<file path="src/rtl/pdwake_params.svh">
// Purpose: Offsets, field positions, reset values and counts for the
//          power-down and wake-up controller.
// Assumes: 32-bit register port, one word per register.
// Notes:   Counts in machine cycles unless named _CLKS.
`ifndef PDWAKE_PARAMS_SVH
`define PDWAKE_PARAMS_SVH

// Register byte offsets
`define OFS_CTRL 8'h00
`define OFS_INTERRUPT_ENABLE_REG0 8'h04
`define OFS_STATUS 8'h08
`define OFS_MASK 8'h0c
`define OFS_STATE 8'h10

// Control register fields
`define CTRL_IDLE_BIT 0
`define CTRL_PD_BIT 1

// Interrupt enable register fields
`define IEN_GLOBAL_BIT 7
`define IEN_CAN_BIT 5

// Sticky status fields
`define ST_PD_ENTRY 0
`define ST_CAN_WAKE 1
`define ST_CAN_PART_RST 2
`define ST_IDLE_EXIT 3
`define ST_WIDTH 4

// Reset values
`define CTRL_RST 8'h00
`define IEN_RST 8'h00
`define MASK_RST 4'h0

// CAN controller command register sleep bit
`define CAN_SLEEP_BIT 4

// Timing: machine cycles
`define WAKE_PULSE_MC 6144
`define CAN_RST_MC 8192
`define MC_CLKS 12
`define MC_CNT_W 14

`endif

</file>
<file path="src/rtl/pdwake_pkg.sv">
// Purpose: Types shared by the power-down and wake-up controller.
// Assumes: Nothing beyond the params header.
// Notes:   State codes follow declaration order, from zero.
package pdwake_pkg;
  typedef enum logic [2:0] {
    ST_RUN,
    ST_IDLE,
    ST_PDOWN,
    ST_WAKE
  } pd_state_t;
endpackage

</file>
<file path="src/rtl/mc_timer.sv">
// Purpose: Machine-cycle counter for the wake-up reset pulse.
// Assumes: One machine cycle is MC_CLKS clocks of clk_sys.
// Notes:   Saturates at all ones so a very long external reset never wraps.
`timescale 1ns/100ps
`default_nettype none
`include "pdwake_params.svh"
module mc_timer #(
  parameter int MC_CLKS = `MC_CLKS
) (
  input wire logic clk_sys, // System clock
  input wire logic rst, // Async reset
  input wire logic clear, // Restart from zero
  input wire logic run, // Count while high
  output logic [`MC_CNT_W-1:0] mc_count // Machine cycles elapsed
);
  logic [7:0] clk_cnt_ff, nxt_clk_cnt;
  logic [`MC_CNT_W-1:0] mc_ff, nxt_mc;

  // Divide clocks into machine cycles
  always_comb begin
    nxt_clk_cnt = clk_cnt_ff;
    nxt_mc = mc_ff;
    if (clear) begin
      nxt_clk_cnt = 8'h00;
      nxt_mc = '0;
    end else if (run) begin
      if (clk_cnt_ff == 8'(MC_CLKS - 1)) begin
        nxt_clk_cnt = 8'h00;
        if (mc_ff != '1) begin
          nxt_mc = mc_ff + 1'b1;
        end
      end else begin
        nxt_clk_cnt = clk_cnt_ff + 8'h01;
      end
    end
  end

  always_ff @(posedge clk_sys or posedge rst) begin
    if (rst) begin
      clk_cnt_ff <= 8'h00;
      mc_ff <= '0;
    end else begin
      clk_cnt_ff <= nxt_clk_cnt;
      mc_ff <= nxt_mc;
    end
  end

  assign mc_count = mc_ff;
endmodule
`default_nettype wire

</file>
<file path="src/rtl/power_down_wakeup_control.sv">
// Purpose: Power-down entry, CAN wake-up reset pulse and pin states in
//          idle and power-down.
// Assumes: clk_sys keeps running for this block; osc_run tells the rest
//          of the chip whether its oscillator runs.
// Notes:   Register port: read data valid in the cycle after reg_rd.
// Summary of operation
// - Setting the power-down bit ends execution and stops the oscillator.
// - Setting the power-down bit forces the CAN command sleep bit to one.
// - Power-down ends only on hardware reset or an enabled CAN wake-up.
// - Hardware reset clears all CPU and CAN registers but keeps RAM.
// - CAN wake-up drives a 6144 machine-cycle reset pulse, also on the pin.
// - The wake-up pulse resets everything except the CAN controller; here the status and mask registers keep their values.
// - A pulse stretched past 8192 machine cycles also resets the CAN part.
// - Idle keeps strobes and pulse-width outputs high, port 2 as address when ext_prog.
// - Power-down drives strobes low, pulse-width high, ports hold data.
// - CAN transmit outputs used as transmitter go recessive in sleep and power-down.
`timescale 1ns/100ps
`default_nettype none
`include "pdwake_params.svh"
module power_down_wakeup_control
  import pdwake_pkg::*;
#(
  parameter int WAKE_MC = `WAKE_PULSE_MC,
  parameter int CAN_RST_MC = `CAN_RST_MC,
  parameter int MC_CLKS = `MC_CLKS
) (
  input wire logic clk_sys, // System clock
  input wire logic rst, // Hardware reset, async
  input wire logic [7:0] reg_addr, // Register byte address
  input wire logic [31:0] reg_wdata, // Write data
  input wire logic reg_wr, // Write strobe
  input wire logic reg_rd, // Read strobe
  output logic [31:0] reg_rdata, // Read data, cycle after reg_rd
  input wire logic can_rx_dom, // Bus level is dominant
  input wire logic can_asleep, // CAN controller reports sleep
  input wire logic ext_prog, // External program memory in use
  input wire logic cpu_irq_any, // Any enabled interrupt request
  input wire logic can_tx_is_out, // CAN tx pins used as transmitter
  input wire logic [1:0] can_tx_core, // CAN transmit data from core
  input wire logic ale_core, // Address latch strobe from core
  input wire logic program_store_strobe_core, // Program strobe from core
  input wire logic [1:0] pwm_core, // Pulse-width outputs from core
  input wire logic port2_addr_core, // Port 2 carries address in run
  input wire logic port0_float_core, // Port 0 floats in run
  input wire logic rst_pin_in, // Level seen on reset pin
  output logic reset_pin_out, // Reset pin drive value
  output logic reset_pin_oe_n, // Reset pin driven while low
  output logic osc_run, // Oscillator enable
  output logic cpu_halt, // Stop instruction execution
  output logic sys_reset, // Reset for all but CAN controller
  output logic can_reset, // Reset for CAN controller registers
  output logic can_sleep_set, // Force CAN command sleep bit
  output logic ale_pin, // Address latch strobe pin
  output logic program_store_strobe, // Program store strobe pin
  output logic [1:0] pwm_pin, // Pulse-width output pins
  output logic port0_float, // Port 0 released
  output logic port2_addr, // Port 2 drives address
  output logic port_hold, // Ports hold latched data
  output logic can_tx_out0, // CAN transmit pin 0
  output logic can_tx_out1, // CAN transmit pin 1
  output logic irq // Level interrupt
);
  pd_state_t state_ff, nxt_state;
  logic [7:0] ctrl_ff, nxt_ctrl;
  logic [7:0] interrupt_enable_reg0_ff, nxt_ien;
  logic [`ST_WIDTH-1:0] status_ff, nxt_status, ev_set;
  logic [`ST_WIDTH-1:0] mask_ff, nxt_mask;
  logic [31:0] rdata_ff, nxt_rdata;
  logic osc_ff, halt_ff, sysrst_ff, canrst_ff, sleep_ff, pin_oe_n_ff;
  logic nxt_osc, nxt_halt, nxt_sysrst, nxt_canrst, nxt_sleep, nxt_pin_oe_n;
  logic ale_ff, pss_ff, p0f_ff, p2a_ff, hold_ff, irq_ff;
  logic nxt_ale, nxt_pss, nxt_p0f, nxt_p2a, nxt_hold, nxt_irq;
  logic [1:0] pwm_ff, nxt_pwm, ctx_ff, nxt_ctx;
  logic [`MC_CNT_W-1:0] mc_count;
  logic tmr_clear, tmr_run, wake_req, pulse_done, can_long;
  logic wr_ctrl, wr_ien, wr_status, wr_mask;

  // Register decode
  assign wr_ctrl = reg_wr && reg_addr == `OFS_CTRL;
  assign wr_ien = reg_wr && reg_addr == `OFS_INTERRUPT_ENABLE_REG0;
  assign wr_status = reg_wr && reg_addr == `OFS_STATUS;
  assign wr_mask = reg_wr && reg_addr == `OFS_MASK;

  // Wake needs global and CAN source enables; sampled on clk_sys,
  // which stands in for the unclocked detector of the real part
  assign wake_req = can_rx_dom &&
    interrupt_enable_reg0_ff[`IEN_GLOBAL_BIT] &&
    interrupt_enable_reg0_ff[`IEN_CAN_BIT];
  assign pulse_done = mc_count >= `MC_CNT_W'(WAKE_MC);
  assign can_long = mc_count > `MC_CNT_W'(CAN_RST_MC);

  // Reset pulse timer, held clear through power-down, counts in wake
  assign tmr_clear = state_ff == ST_PDOWN;
  assign tmr_run = state_ff == ST_WAKE;

  mc_timer #(
    .MC_CLKS(MC_CLKS)
  ) u_mc_timer (
    .clk_sys(clk_sys),
    .rst(rst),
    .clear(tmr_clear),
    .run(tmr_run),
    .mc_count(mc_count)
  );

  // Mode sequence
  always_comb begin
    nxt_state = state_ff;
    unique case (state_ff)
      ST_RUN: begin
        if (wr_ctrl && reg_wdata[`CTRL_PD_BIT]) begin
          nxt_state = ST_PDOWN;
        end else if (wr_ctrl && reg_wdata[`CTRL_IDLE_BIT]) begin
          nxt_state = ST_IDLE;
        end
      end
      ST_IDLE: begin
        if (cpu_irq_any) begin
          nxt_state = ST_RUN;
        end
      end
      ST_PDOWN: begin
        if (wake_req) begin
          nxt_state = ST_WAKE;
        end
      end
      ST_WAKE: begin
        // External capacitor on the pin keeps us here past the count
        if (pulse_done && !rst_pin_in) begin
          nxt_state = ST_RUN;
        end
      end
    endcase
  end

  // Software registers; wake pulse clears the CPU-side ones only
  always_comb begin
    nxt_ctrl = ctrl_ff;
    nxt_ien = interrupt_enable_reg0_ff;
    nxt_mask = mask_ff;
    if (state_ff == ST_WAKE) begin
      nxt_ctrl = `CTRL_RST;
      nxt_ien = `IEN_RST;
    end else begin
      if (wr_ctrl) begin
        nxt_ctrl = reg_wdata[7:0];
      end
      if (wr_ien) begin
        nxt_ien = reg_wdata[7:0];
      end
      if (state_ff == ST_IDLE && cpu_irq_any) begin
        nxt_ctrl[`CTRL_IDLE_BIT] = 1'b0;
      end
    end
    if (wr_mask) begin
      nxt_mask = reg_wdata[`ST_WIDTH-1:0];
    end
  end

  // Sticky events; a new event beats a write-one clear
  always_comb begin
    ev_set = '0;
    ev_set[`ST_PD_ENTRY] = state_ff == ST_RUN && nxt_state == ST_PDOWN;
    ev_set[`ST_CAN_WAKE] = state_ff == ST_PDOWN && nxt_state == ST_WAKE;
    ev_set[`ST_CAN_PART_RST] = state_ff == ST_WAKE && can_long && !canrst_ff;
    ev_set[`ST_IDLE_EXIT] = state_ff == ST_IDLE && nxt_state == ST_RUN;
    nxt_status = status_ff;
    if (wr_status) begin
      nxt_status = status_ff & ~reg_wdata[`ST_WIDTH-1:0];
    end
    nxt_status = nxt_status | ev_set;
    nxt_irq = |(nxt_status & nxt_mask);
  end

  // Read mux; unmapped addresses read zero
  always_comb begin
    nxt_rdata = 32'h0000_0000;
    if (reg_rd) begin
      unique case (reg_addr)
        `OFS_CTRL: nxt_rdata[7:0] = ctrl_ff;
        `OFS_INTERRUPT_ENABLE_REG0: nxt_rdata[7:0] = interrupt_enable_reg0_ff;
        `OFS_STATUS: nxt_rdata[`ST_WIDTH-1:0] = status_ff;
        `OFS_MASK: nxt_rdata[`ST_WIDTH-1:0] = mask_ff;
        `OFS_STATE: begin
          nxt_rdata[2:0] = state_ff;
          nxt_rdata[4] = osc_ff;
          nxt_rdata[5] = canrst_ff;
          nxt_rdata[6] = can_asleep;
        end
        default: nxt_rdata = 32'h0000_0000;
      endcase
    end
  end

  // Clock, reset and sleep controls from the next mode
  always_comb begin
    nxt_osc = nxt_state != ST_PDOWN;
    nxt_halt = nxt_state == ST_PDOWN || nxt_state == ST_IDLE ||
      nxt_state == ST_WAKE;
    nxt_sysrst = nxt_state == ST_WAKE;
    nxt_pin_oe_n = nxt_state != ST_WAKE;
    // CAN part joins the reset only once the pulse is long
    nxt_canrst = nxt_state == ST_WAKE && (canrst_ff || can_long);
    // Held through power-down so the sleep bit cannot drop early
    nxt_sleep = nxt_state == ST_PDOWN;
  end

  // Pin states per mode
  always_comb begin
    nxt_ale = ale_core;
    nxt_pss = program_store_strobe_core;
    nxt_pwm = pwm_core;
    nxt_p0f = port0_float_core;
    nxt_p2a = port2_addr_core;
    nxt_hold = 1'b0;
    unique case (nxt_state)
      ST_IDLE: begin
        nxt_ale = 1'b1;
        nxt_pss = 1'b1;
        nxt_pwm = 2'h3;
        nxt_p0f = ext_prog;
        nxt_p2a = ext_prog;
        nxt_hold = 1'b1;
      end
      ST_PDOWN: begin
        nxt_ale = 1'b0;
        nxt_pss = 1'b0;
        nxt_pwm = 2'h3;
        nxt_p0f = ext_prog;
        nxt_p2a = 1'b0;
        nxt_hold = 1'b1;
      end
      ST_RUN, ST_WAKE: begin
        nxt_hold = 1'b0;
      end
    endcase
  end

  // CAN transmit pins, recessive (high) when used as transmitter and asleep or powered down
  genvar gi;
  generate
    for (gi = 0; gi < 2; gi++) begin : g_ctx
      always_comb begin
        nxt_ctx[gi] = can_tx_core[gi];
        if (can_tx_is_out && (can_asleep || nxt_state == ST_PDOWN)) begin
          nxt_ctx[gi] = 1'b1;
        end
      end
    end
  endgenerate

  // Hardware reset clears every register here; RAM lies outside
  always_ff @(posedge clk_sys or posedge rst) begin
    if (rst) begin
      state_ff <= ST_RUN;
      ctrl_ff <= `CTRL_RST;
      interrupt_enable_reg0_ff <= `IEN_RST;
      status_ff <= '0;
      mask_ff <= `MASK_RST;
      rdata_ff <= 32'h0000_0000;
      irq_ff <= 1'b0;
    end else begin
      state_ff <= nxt_state;
      ctrl_ff <= nxt_ctrl;
      interrupt_enable_reg0_ff <= nxt_ien;
      status_ff <= nxt_status;
      mask_ff <= nxt_mask;
      rdata_ff <= nxt_rdata;
      irq_ff <= nxt_irq;
    end
  end

  // Control and pin registers
  always_ff @(posedge clk_sys or posedge rst) begin
    if (rst) begin
      osc_ff <= 1'b1;
      halt_ff <= 1'b0;
      sysrst_ff <= 1'b0;
      pin_oe_n_ff <= 1'b1;
      canrst_ff <= 1'b0;
      sleep_ff <= 1'b0;
      ale_ff <= 1'b1;
      pss_ff <= 1'b1;
      pwm_ff <= 2'h3;
      p0f_ff <= 1'b1;
      p2a_ff <= 1'b0;
      hold_ff <= 1'b0;
      ctx_ff <= 2'h3;
    end else begin
      osc_ff <= nxt_osc;
      halt_ff <= nxt_halt;
      sysrst_ff <= nxt_sysrst;
      pin_oe_n_ff <= nxt_pin_oe_n;
      canrst_ff <= nxt_canrst;
      sleep_ff <= nxt_sleep;
      ale_ff <= nxt_ale;
      pss_ff <= nxt_pss;
      pwm_ff <= nxt_pwm;
      p0f_ff <= nxt_p0f;
      p2a_ff <= nxt_p2a;
      hold_ff <= nxt_hold;
      ctx_ff <= nxt_ctx;
    end
  end

  // Outputs straight from flip-flops
  assign reg_rdata = rdata_ff;
  assign reset_pin_out = sysrst_ff;
  assign reset_pin_oe_n = pin_oe_n_ff;
  assign osc_run = osc_ff;
  assign cpu_halt = halt_ff;
  assign sys_reset = sysrst_ff;
  assign can_reset = canrst_ff;
  assign can_sleep_set = sleep_ff;
  assign ale_pin = ale_ff;
  assign program_store_strobe = pss_ff;
  assign pwm_pin = pwm_ff;
  assign port0_float = p0f_ff;
  assign port2_addr = p2a_ff;
  assign port_hold = hold_ff;
  assign can_tx_out0 = ctx_ff[0];
  assign can_tx_out1 = ctx_ff[1];
  assign irq = irq_ff;
endmodule
`default_nettype wire

</file>
<file path="config.mk">
export PLATFORM = sky130hd
export DESIGN_NAME = power_down_wakeup_control
export DESIGN_NICKNAME = d
export VERILOG_FILES = /design/src/rtl/pdwake_pkg.sv /design/src/rtl/mc_timer.sv /design/src/rtl/power_down_wakeup_control.sv
export VERILOG_INCLUDE_DIRS = /design/src /design/src/rtl
export SDC_FILE = /design/constraint.sdc
export NUM_CORES = 1
export LEC_CHECK = 0
export ABC_AREA = 1
export BUFFER_PORTS_ARGS = -buffer_cell sky130_fd_sc_hd__buf_2
export CORE_MARGIN = 2
export CORE_UTILIZATION = 58
export CTS_BUF_LIST = sky130_fd_sc_hd__clkbuf_8
export CTS_CLUSTER_DIAMETER = 50
export DETAILED_ROUTE_END_ITERATION = 10
export PLACE_DENSITY = 0.94
export SYNTH_ARGS = -nofsm -noshare
export SYNTH_HDL_FRONTEND = slang
export SYNTH_SLANG_ARGS = --single-unit
</file>
<file path="constraint.sdc">
create_clock -name clk_sys -period 3.9 [get_ports clk_sys]
set_input_delay 0.39 -clock clk_sys [delete_from_list [all_inputs] [get_ports clk_sys]]
set_output_delay 0.39 -clock clk_sys [all_outputs]
set_load 0.1 [all_outputs]
</file>
==> Word-level counts from Yosys, hierarchy flattened <==
Cells that the tools add are included.
{ "totals": {"register_bits": 97, "in_bits": 58, "out_inout_bits": 49, "elab_cells": 114} }
{ "classes": {"n_addsub": 2, "order_cmp": 2, "n_eq_ne": 14, "mux": 33, "n_bitwise": 4, "reduce_logical": 36} }
{ "ops": {"columns": ["op", "n"], "rows": [
  ["two-way mux 8 bit", 8],
  ["two-way mux 14 bit", 4],
  ["equality test 8 x 4 -> 1 bit (second input constant)", 3],
  ["logical AND 1 bit", 17],
  ["two-way mux 3 bit", 5],
  ["case mux 3 bit (5 select lines)", 1],
  ["adder 14 x 1 -> 14 bit (second input constant)", 1],
  [">= comparator 14 x 13 -> 1 bit (second input constant)", 1],
  ["> comparator 14 bit (second input constant)", 1],
  ["!= test 14 bit (second input constant)", 1],
  ["equality test 3 x 2 -> 1 bit (second input constant)", 4],
  ["case mux 3 bit (4 select lines)", 1],
  ["case mux 1 bit (2 select lines)", 5],
  ["nonzero test 2 bit", 5],
  ["case mux 3 bit (3 select lines)", 1],
  ["adder 8 x 1 -> 8 bit (second input constant)", 1],
  ["AND 4 bit", 2],
  ["equality test 8 x 3 -> 1 bit (second input constant)", 1],
  ["equality test 8 x 5 -> 1 bit (second input constant)", 1],
  ["logical NOT 8 bit", 1],
  ["two-way mux 4 bit", 2],
  ["equality test 3 x 1 -> 1 bit (second input constant)", 2],
  ["logical NOT 3 bit", 2],
  ["!= test 3 x 2 -> 1 bit (second input constant)", 2],
  ["other kinds (11)", 19]
]} }

==> Depth between registers and ports, before layout <==
{ "depth": {"word_depth": 11, "ltp_mapped": 13, "ltp_nobuf": 13} }

==> By module <==
Synthesis repeated with hierarchy kept, for this count alone.
{ "unflattened": {"hier_cells": 469, "area_unflattened_um2": 3877.5} }
{ "by_module_without_submodules": {"columns": ["module", "instances", "cells_per_inst", "area_per_inst_um2", "seq_area_each_um2"], "rows": [
  ["power_down_wakeup_control", 1, 291, 2543.7, 1287.5],
  ["mc_timer", 1, 178, 1333.8, 550.5]
]} }

==> Worst setup path before layout <==
No wires, ideal clock.
{ "synth_timing": {"path_type": "register -> output", "from": "register sysrst_ff, in the netlist reset_pin_out", "to": "output sys_reset", "arrival_ps": 1324, "required_ps": 3510, "setup_slack_ps": 2186, "stages_incl_launch_ff": 2, "n_path_buf": 1, "cell_sequence": "dfrtp_1 -> buf_4"} }
{ "synth_lines": {"columns": ["element", "line", "rtl"], "rows": [
  ["start: declaration", "power_down_wakeup_control.sv:69", "logic osc_ff, halt_ff, sysrst_ff, canrst_ff, sleep_ff, pin_oe_n_ff;"],
  ["start signal: assignment", "power_down_wakeup_control.sv:292", "sysrst_ff <= nxt_sysrst;"],
  ["end: declaration", "power_down_wakeup_control.sv:50", "output logic sys_reset,"]
]} }
No word-level cell between the ends.

==> Worst setup path after layout <==
{ "layout_timing": {"from": "register state_ff[2]", "to": "register pwm_ff[1], in the netlist pwm_pin[1]"} }
{ "layout_via": {"elab_cells_between_ends": 14, "cone_classes": "eq/ne: 5; mux: 7; reduce/logical: 2"} }
{ "layout_lines": {"columns": ["element", "line", "rtl"], "rows": [
  ["start: declaration", "power_down_wakeup_control.sv:63", "pd_state_t state_ff, nxt_state;"],
  ["start signal: assignment", "power_down_wakeup_control.sv:263", "state_ff <= nxt_state;"],
  ["equality test 3 x 2 -> 1 bit (tied with other cells)", "power_down_wakeup_control.sv:109", "unique case (state_ff)"],
  ["case mux 3 bit (4 select lines) (*)", "power_down_wakeup_control.sv:109", null],
  ["named net nxt_state[0]", "power_down_wakeup_control.sv:63", null],
  ["equality test 3 x 2 -> 1 bit or equality test 3 x 1 -> 1 bit (tied branches)", "power_down_wakeup_control.sv:216", "unique case (nxt_state)"],
  ["OR reduction 2 bit (no source line) (*)", null, null],
  ["two-way mux 2 bit (*)", "power_down_wakeup_control.sv:216", null],
  ["named net nxt_pwm[1]", "power_down_wakeup_control.sv:73", "logic [1:0] pwm_ff, nxt_pwm, ctx_ff, nxt_ctx;"],
  ["end signal: assignment", "power_down_wakeup_control.sv:298", "pwm_ff <= nxt_pwm;"],
  ["end: declaration", "power_down_wakeup_control.sv:73", null]
]} }
Mark *: on every way through the listed nets, which the timed path passes. The rest lies on a longest branch.
A chain may end at the register's enable or synchronous reset.

==> summary.txt <==
Min path
  • Hold crit path type: primary input to register

STA
  • Relative slew margins: a little over a quarter
  • Hold_ws: slightly above 200 ps
  • Worst slew pin tran: 1100 ps
  • Fmax: roughly 420 MHz
  • Final max-slew violation count: 0
  • RSZ-0062 raised after global routing: false
  • Total negative slack: 0 ps
  • Skew final: 10.7 ps
  • Final setup violation count: 0
  • Final Hold Viols: 0
  • Minimum clock period: about 2400 ps
  • Final period utilization: between 60% and 70%

Setup path
  • WP data arrival: 2660 ps
  • Startpoint Class: register
  • Worst Path Class, Setup: register to register
  • Max stage delay on crit path: between 400 and 500 ps
  • Slowest cell on the critical path: nor2_2
  • CP dominant cell by count: nand2_4
  • Crit end category: register
  • Worst EP required: about 4200 ps
  • CP Cell Sequence: inv_2 > nand2_4 > nor2_2 > nand4_1 > nand2_2 > nor2_4 > nand2_4 > nor2_8 > nand2_4 > nand2_2 > or2_1
  • Critical path fanouts, max: 11

Logic synthesis
  • Mapped Area: between 3000 and 4000 µm²
  • Post-synth EDFFs: 0
  • Top post-synthesis cells by area: dfrtp_1, nand2_1, dfstp_2, buf_4, inv_1
  • Syn avg cell area: about 8.7 µm²
  • Top_reg_cell synth: dfrtp_1
  • Netlist cell types: a little over 40
  • Asr flop ratio synth: 100%
  • Most frequent cells after synthesis: nand2_1, dfrtp_1, inv_1, buf_4, nor2_1
  • Post-synthesis register bit count: 73
  • Mapped Cells: between 400 and 500
  • Synth top area share: around 43%
  • Seq/Total Area, Yosys: about 50%
  • Most common cell in the netlist: nand2_1
  • Ys Warns: 0
  • Area leader, netlist: dfrtp_1

Clock tree
  • CTS tree: built
  • Post-CTS Resized: 0
  • CTS root buffer: clkbuf_8
  • Clock Pin Slew Worst Setup and Hold Paths: approximately 90 ps
  • Clock tree buffer depth: 2
  • Clock insertion delay at the later pin of the skew report: approximately 370 ps
  • # Post-CTS Setup Buffers: 0
  • CTS HTree Levels: 3
  • Clock sink total: 73
  • Post-CTS Hold Fix Bufs: 0
  • Cts bufs inserted: 9

Global routing
  • GRT Overall Usage: 26.3%
  • Initial antenna violation count: 0
  • First-pass GRT wire length: between 10000 and 15000 µm
  • Pin count of the biggest net entering global routing: 52
  • Grt ovf: 0
  • Vias in the first global route: 3288

Place
  • Placer congestion estimate: between 0.9 and 1
  • Placed cell areas: about 4000 µm²
  • IO Port Bufs: 58
  • HPWL Detailed: between 6000 and 7000 µm

Cells and area
  • Layout cells sized above 1: between 20% and 30%
  • Layout Nets: 555
  • Design area: 4210 µm²
  • Area Overhead vs Synth: 12.2%
  • N_diodes: 0
  • Final Util: 66.6%

Detailed routing
  • WL per Instance: around 15 µm
  • Final ANT Viol Nets: 0
  • Vias per inst: roughly 5.6
  • 1st-iter DRT viols: ~250
  • Total Wirelength: 8670 µm
  • Via Count: around 3200
  • DR pass1 iterations: 5
  • Post-route DRC: 0

Power and ir drop
  • Max VDD drop: slightly below 1000 µV
  • Power Total: approximately 3.1 mW
  • P_leak: just over 2 nW
  • Sw frac: 52.3%
  • Sequential Power Share: between 30% and 40%
  • Int Pwr: roughly 1.5 mW
  • Clock share of power: 18.1%
  • P_sw: ~1.6 mW
  • Power density cells: roughly 740 nW/µm²
  • Comb pwr share: between 40 and 50%

Job
  • Max-capacitance violation count: 0

Run status
  • Status: completed

Floorplan
  • I/O pin cnt: 107
  • Die height: between 80 and 90 µm
  • Die area: 7120 µm²
  • Die width: approximately 84 µm
  • Initial core utilization: about 59%
  • Core area: approximately 6300 µm²
  • Site Rows: 29
## per-stage QoR
| stage | std cells | worst slack [ps] |
|---|---|---|
| after global placement | 560 | 1730 |
| after floorplan | 453 | 1670 |
| after global routing | 576 | 1400 |
| after detailed placement | 560 | 1640 |
| final | 576 | 1540 |
| after CTS | 576 | 1610 |
## cell usage in the layout, fill, tap and decap left out, drive strengths merged
cell type / instances
inv: 52
o32ai: 1
xnor2: 2
clkinv: 3
nand2: 117
xor2: 13
or2: 2
a311oi: 1
a41oi: 1
o21ai: 34
and3b: 1
a21oi: 11
nand3: 22
nor2: 31
o211ai: 2
nor4: 2
dfstp: 9
clkbuf: 9
buf: 59
and3: 1
nand3b: 1
o31ai: 7
clkinvlp: 2
conb: 24
dfrtp: 64
nand4: 8
o22ai: 5
a31oi: 4
nor3: 8
ha: 3
## registers in the layout, summed over array words and instances, names as in the netlist, 2 cells and up
signal,flops
pwm_pin,2
u_mc_timer.mc_count,14
interrupt_enable_reg0_ff,8
status_ff,4
mask_ff,4
ctrl_ff,8
state_ff,3
u_mc_timer.clk_cnt_ff,8
reg_rdata,8
ctx_ff,2
## power groups by stage
stage | registers, mW | clock network (mW) | logic (mW)
global route | 1.09 | 0.603 | 1.58
floorplan | 1.55 | 0 | 0.761
detailed placement | 1.08 | 0 | 1.47
global placement | 1.07 | 0 | 1.40
CTS | 1.07 | 0.572 | 1.47
finish | 1.08 | 0.564 | 1.48
## worst paths after layout
path / startpoint / end / slack (ps) / depth (start not counted)
max in group asynchronous: rst / port0_float / 2710 / 3
min in group asynchronous: rst / u_mc_timer.mc_count[12] / 260 / 2
min: can_tx_core[0] / ctx_ff[0] / 200 / 3
max: state_ff[2] / pwm_pin[1] / 1540 / 11
max reg2reg: state_ff[2] / pwm_pin[1] / 1540 / 11
min reg2reg: ctrl_ff[2] / ctrl_ff[2] / 510 / 2
## per-layer routing
metal | track usage (%) | vias to the layer above | part of all wire (%)
met5 | 0 | - | 0
met4 | 13.0 | 0 | 4.1
met3 | 6.29 | 41 | 7.8
met2 | 44.7 | 166 | 50
met1 | 31.2 | 1537 | 38
li1 | - | 1475 | -
## cells by family (layout without fill, tap and decap cells)
| group | count (synthesis) | after routing | synth area share [%] |
|---|---|---|---|
| simple gates | 193 | 193 | 25.5 |
| buf+inv | 79 | 125 | 10.7 |
| flops | 73 | 73 | 49.0 |
| compound gates | 66 | 66 | 10.1 |
| xor+xnor | 15 | 15 | 3.51 |
| fa+ha+maj | 3 | 3 | 1.00 |
| other cells | 1 | 24 | 0.100 |
## critical path: cells and delay by family, from the launching register on
kind                   cells  cell delay (ps)
and+or+nand+nor           10             1770
buffers and inverters      1              100
DFF                        1              420
## cell type report
class                           instances  area [µm²]
Timing Repair Buffer                   59         298
Clock inverter                          7        63.8
Tap cell                               77        96.3
Inverter                               50         190
Sequential cell                        73        1840
Fill cell                             466        2110
Clock buffer                            9         124
Multi-Input combinational cell        301        1600
(Power assumes the default switching activity.)
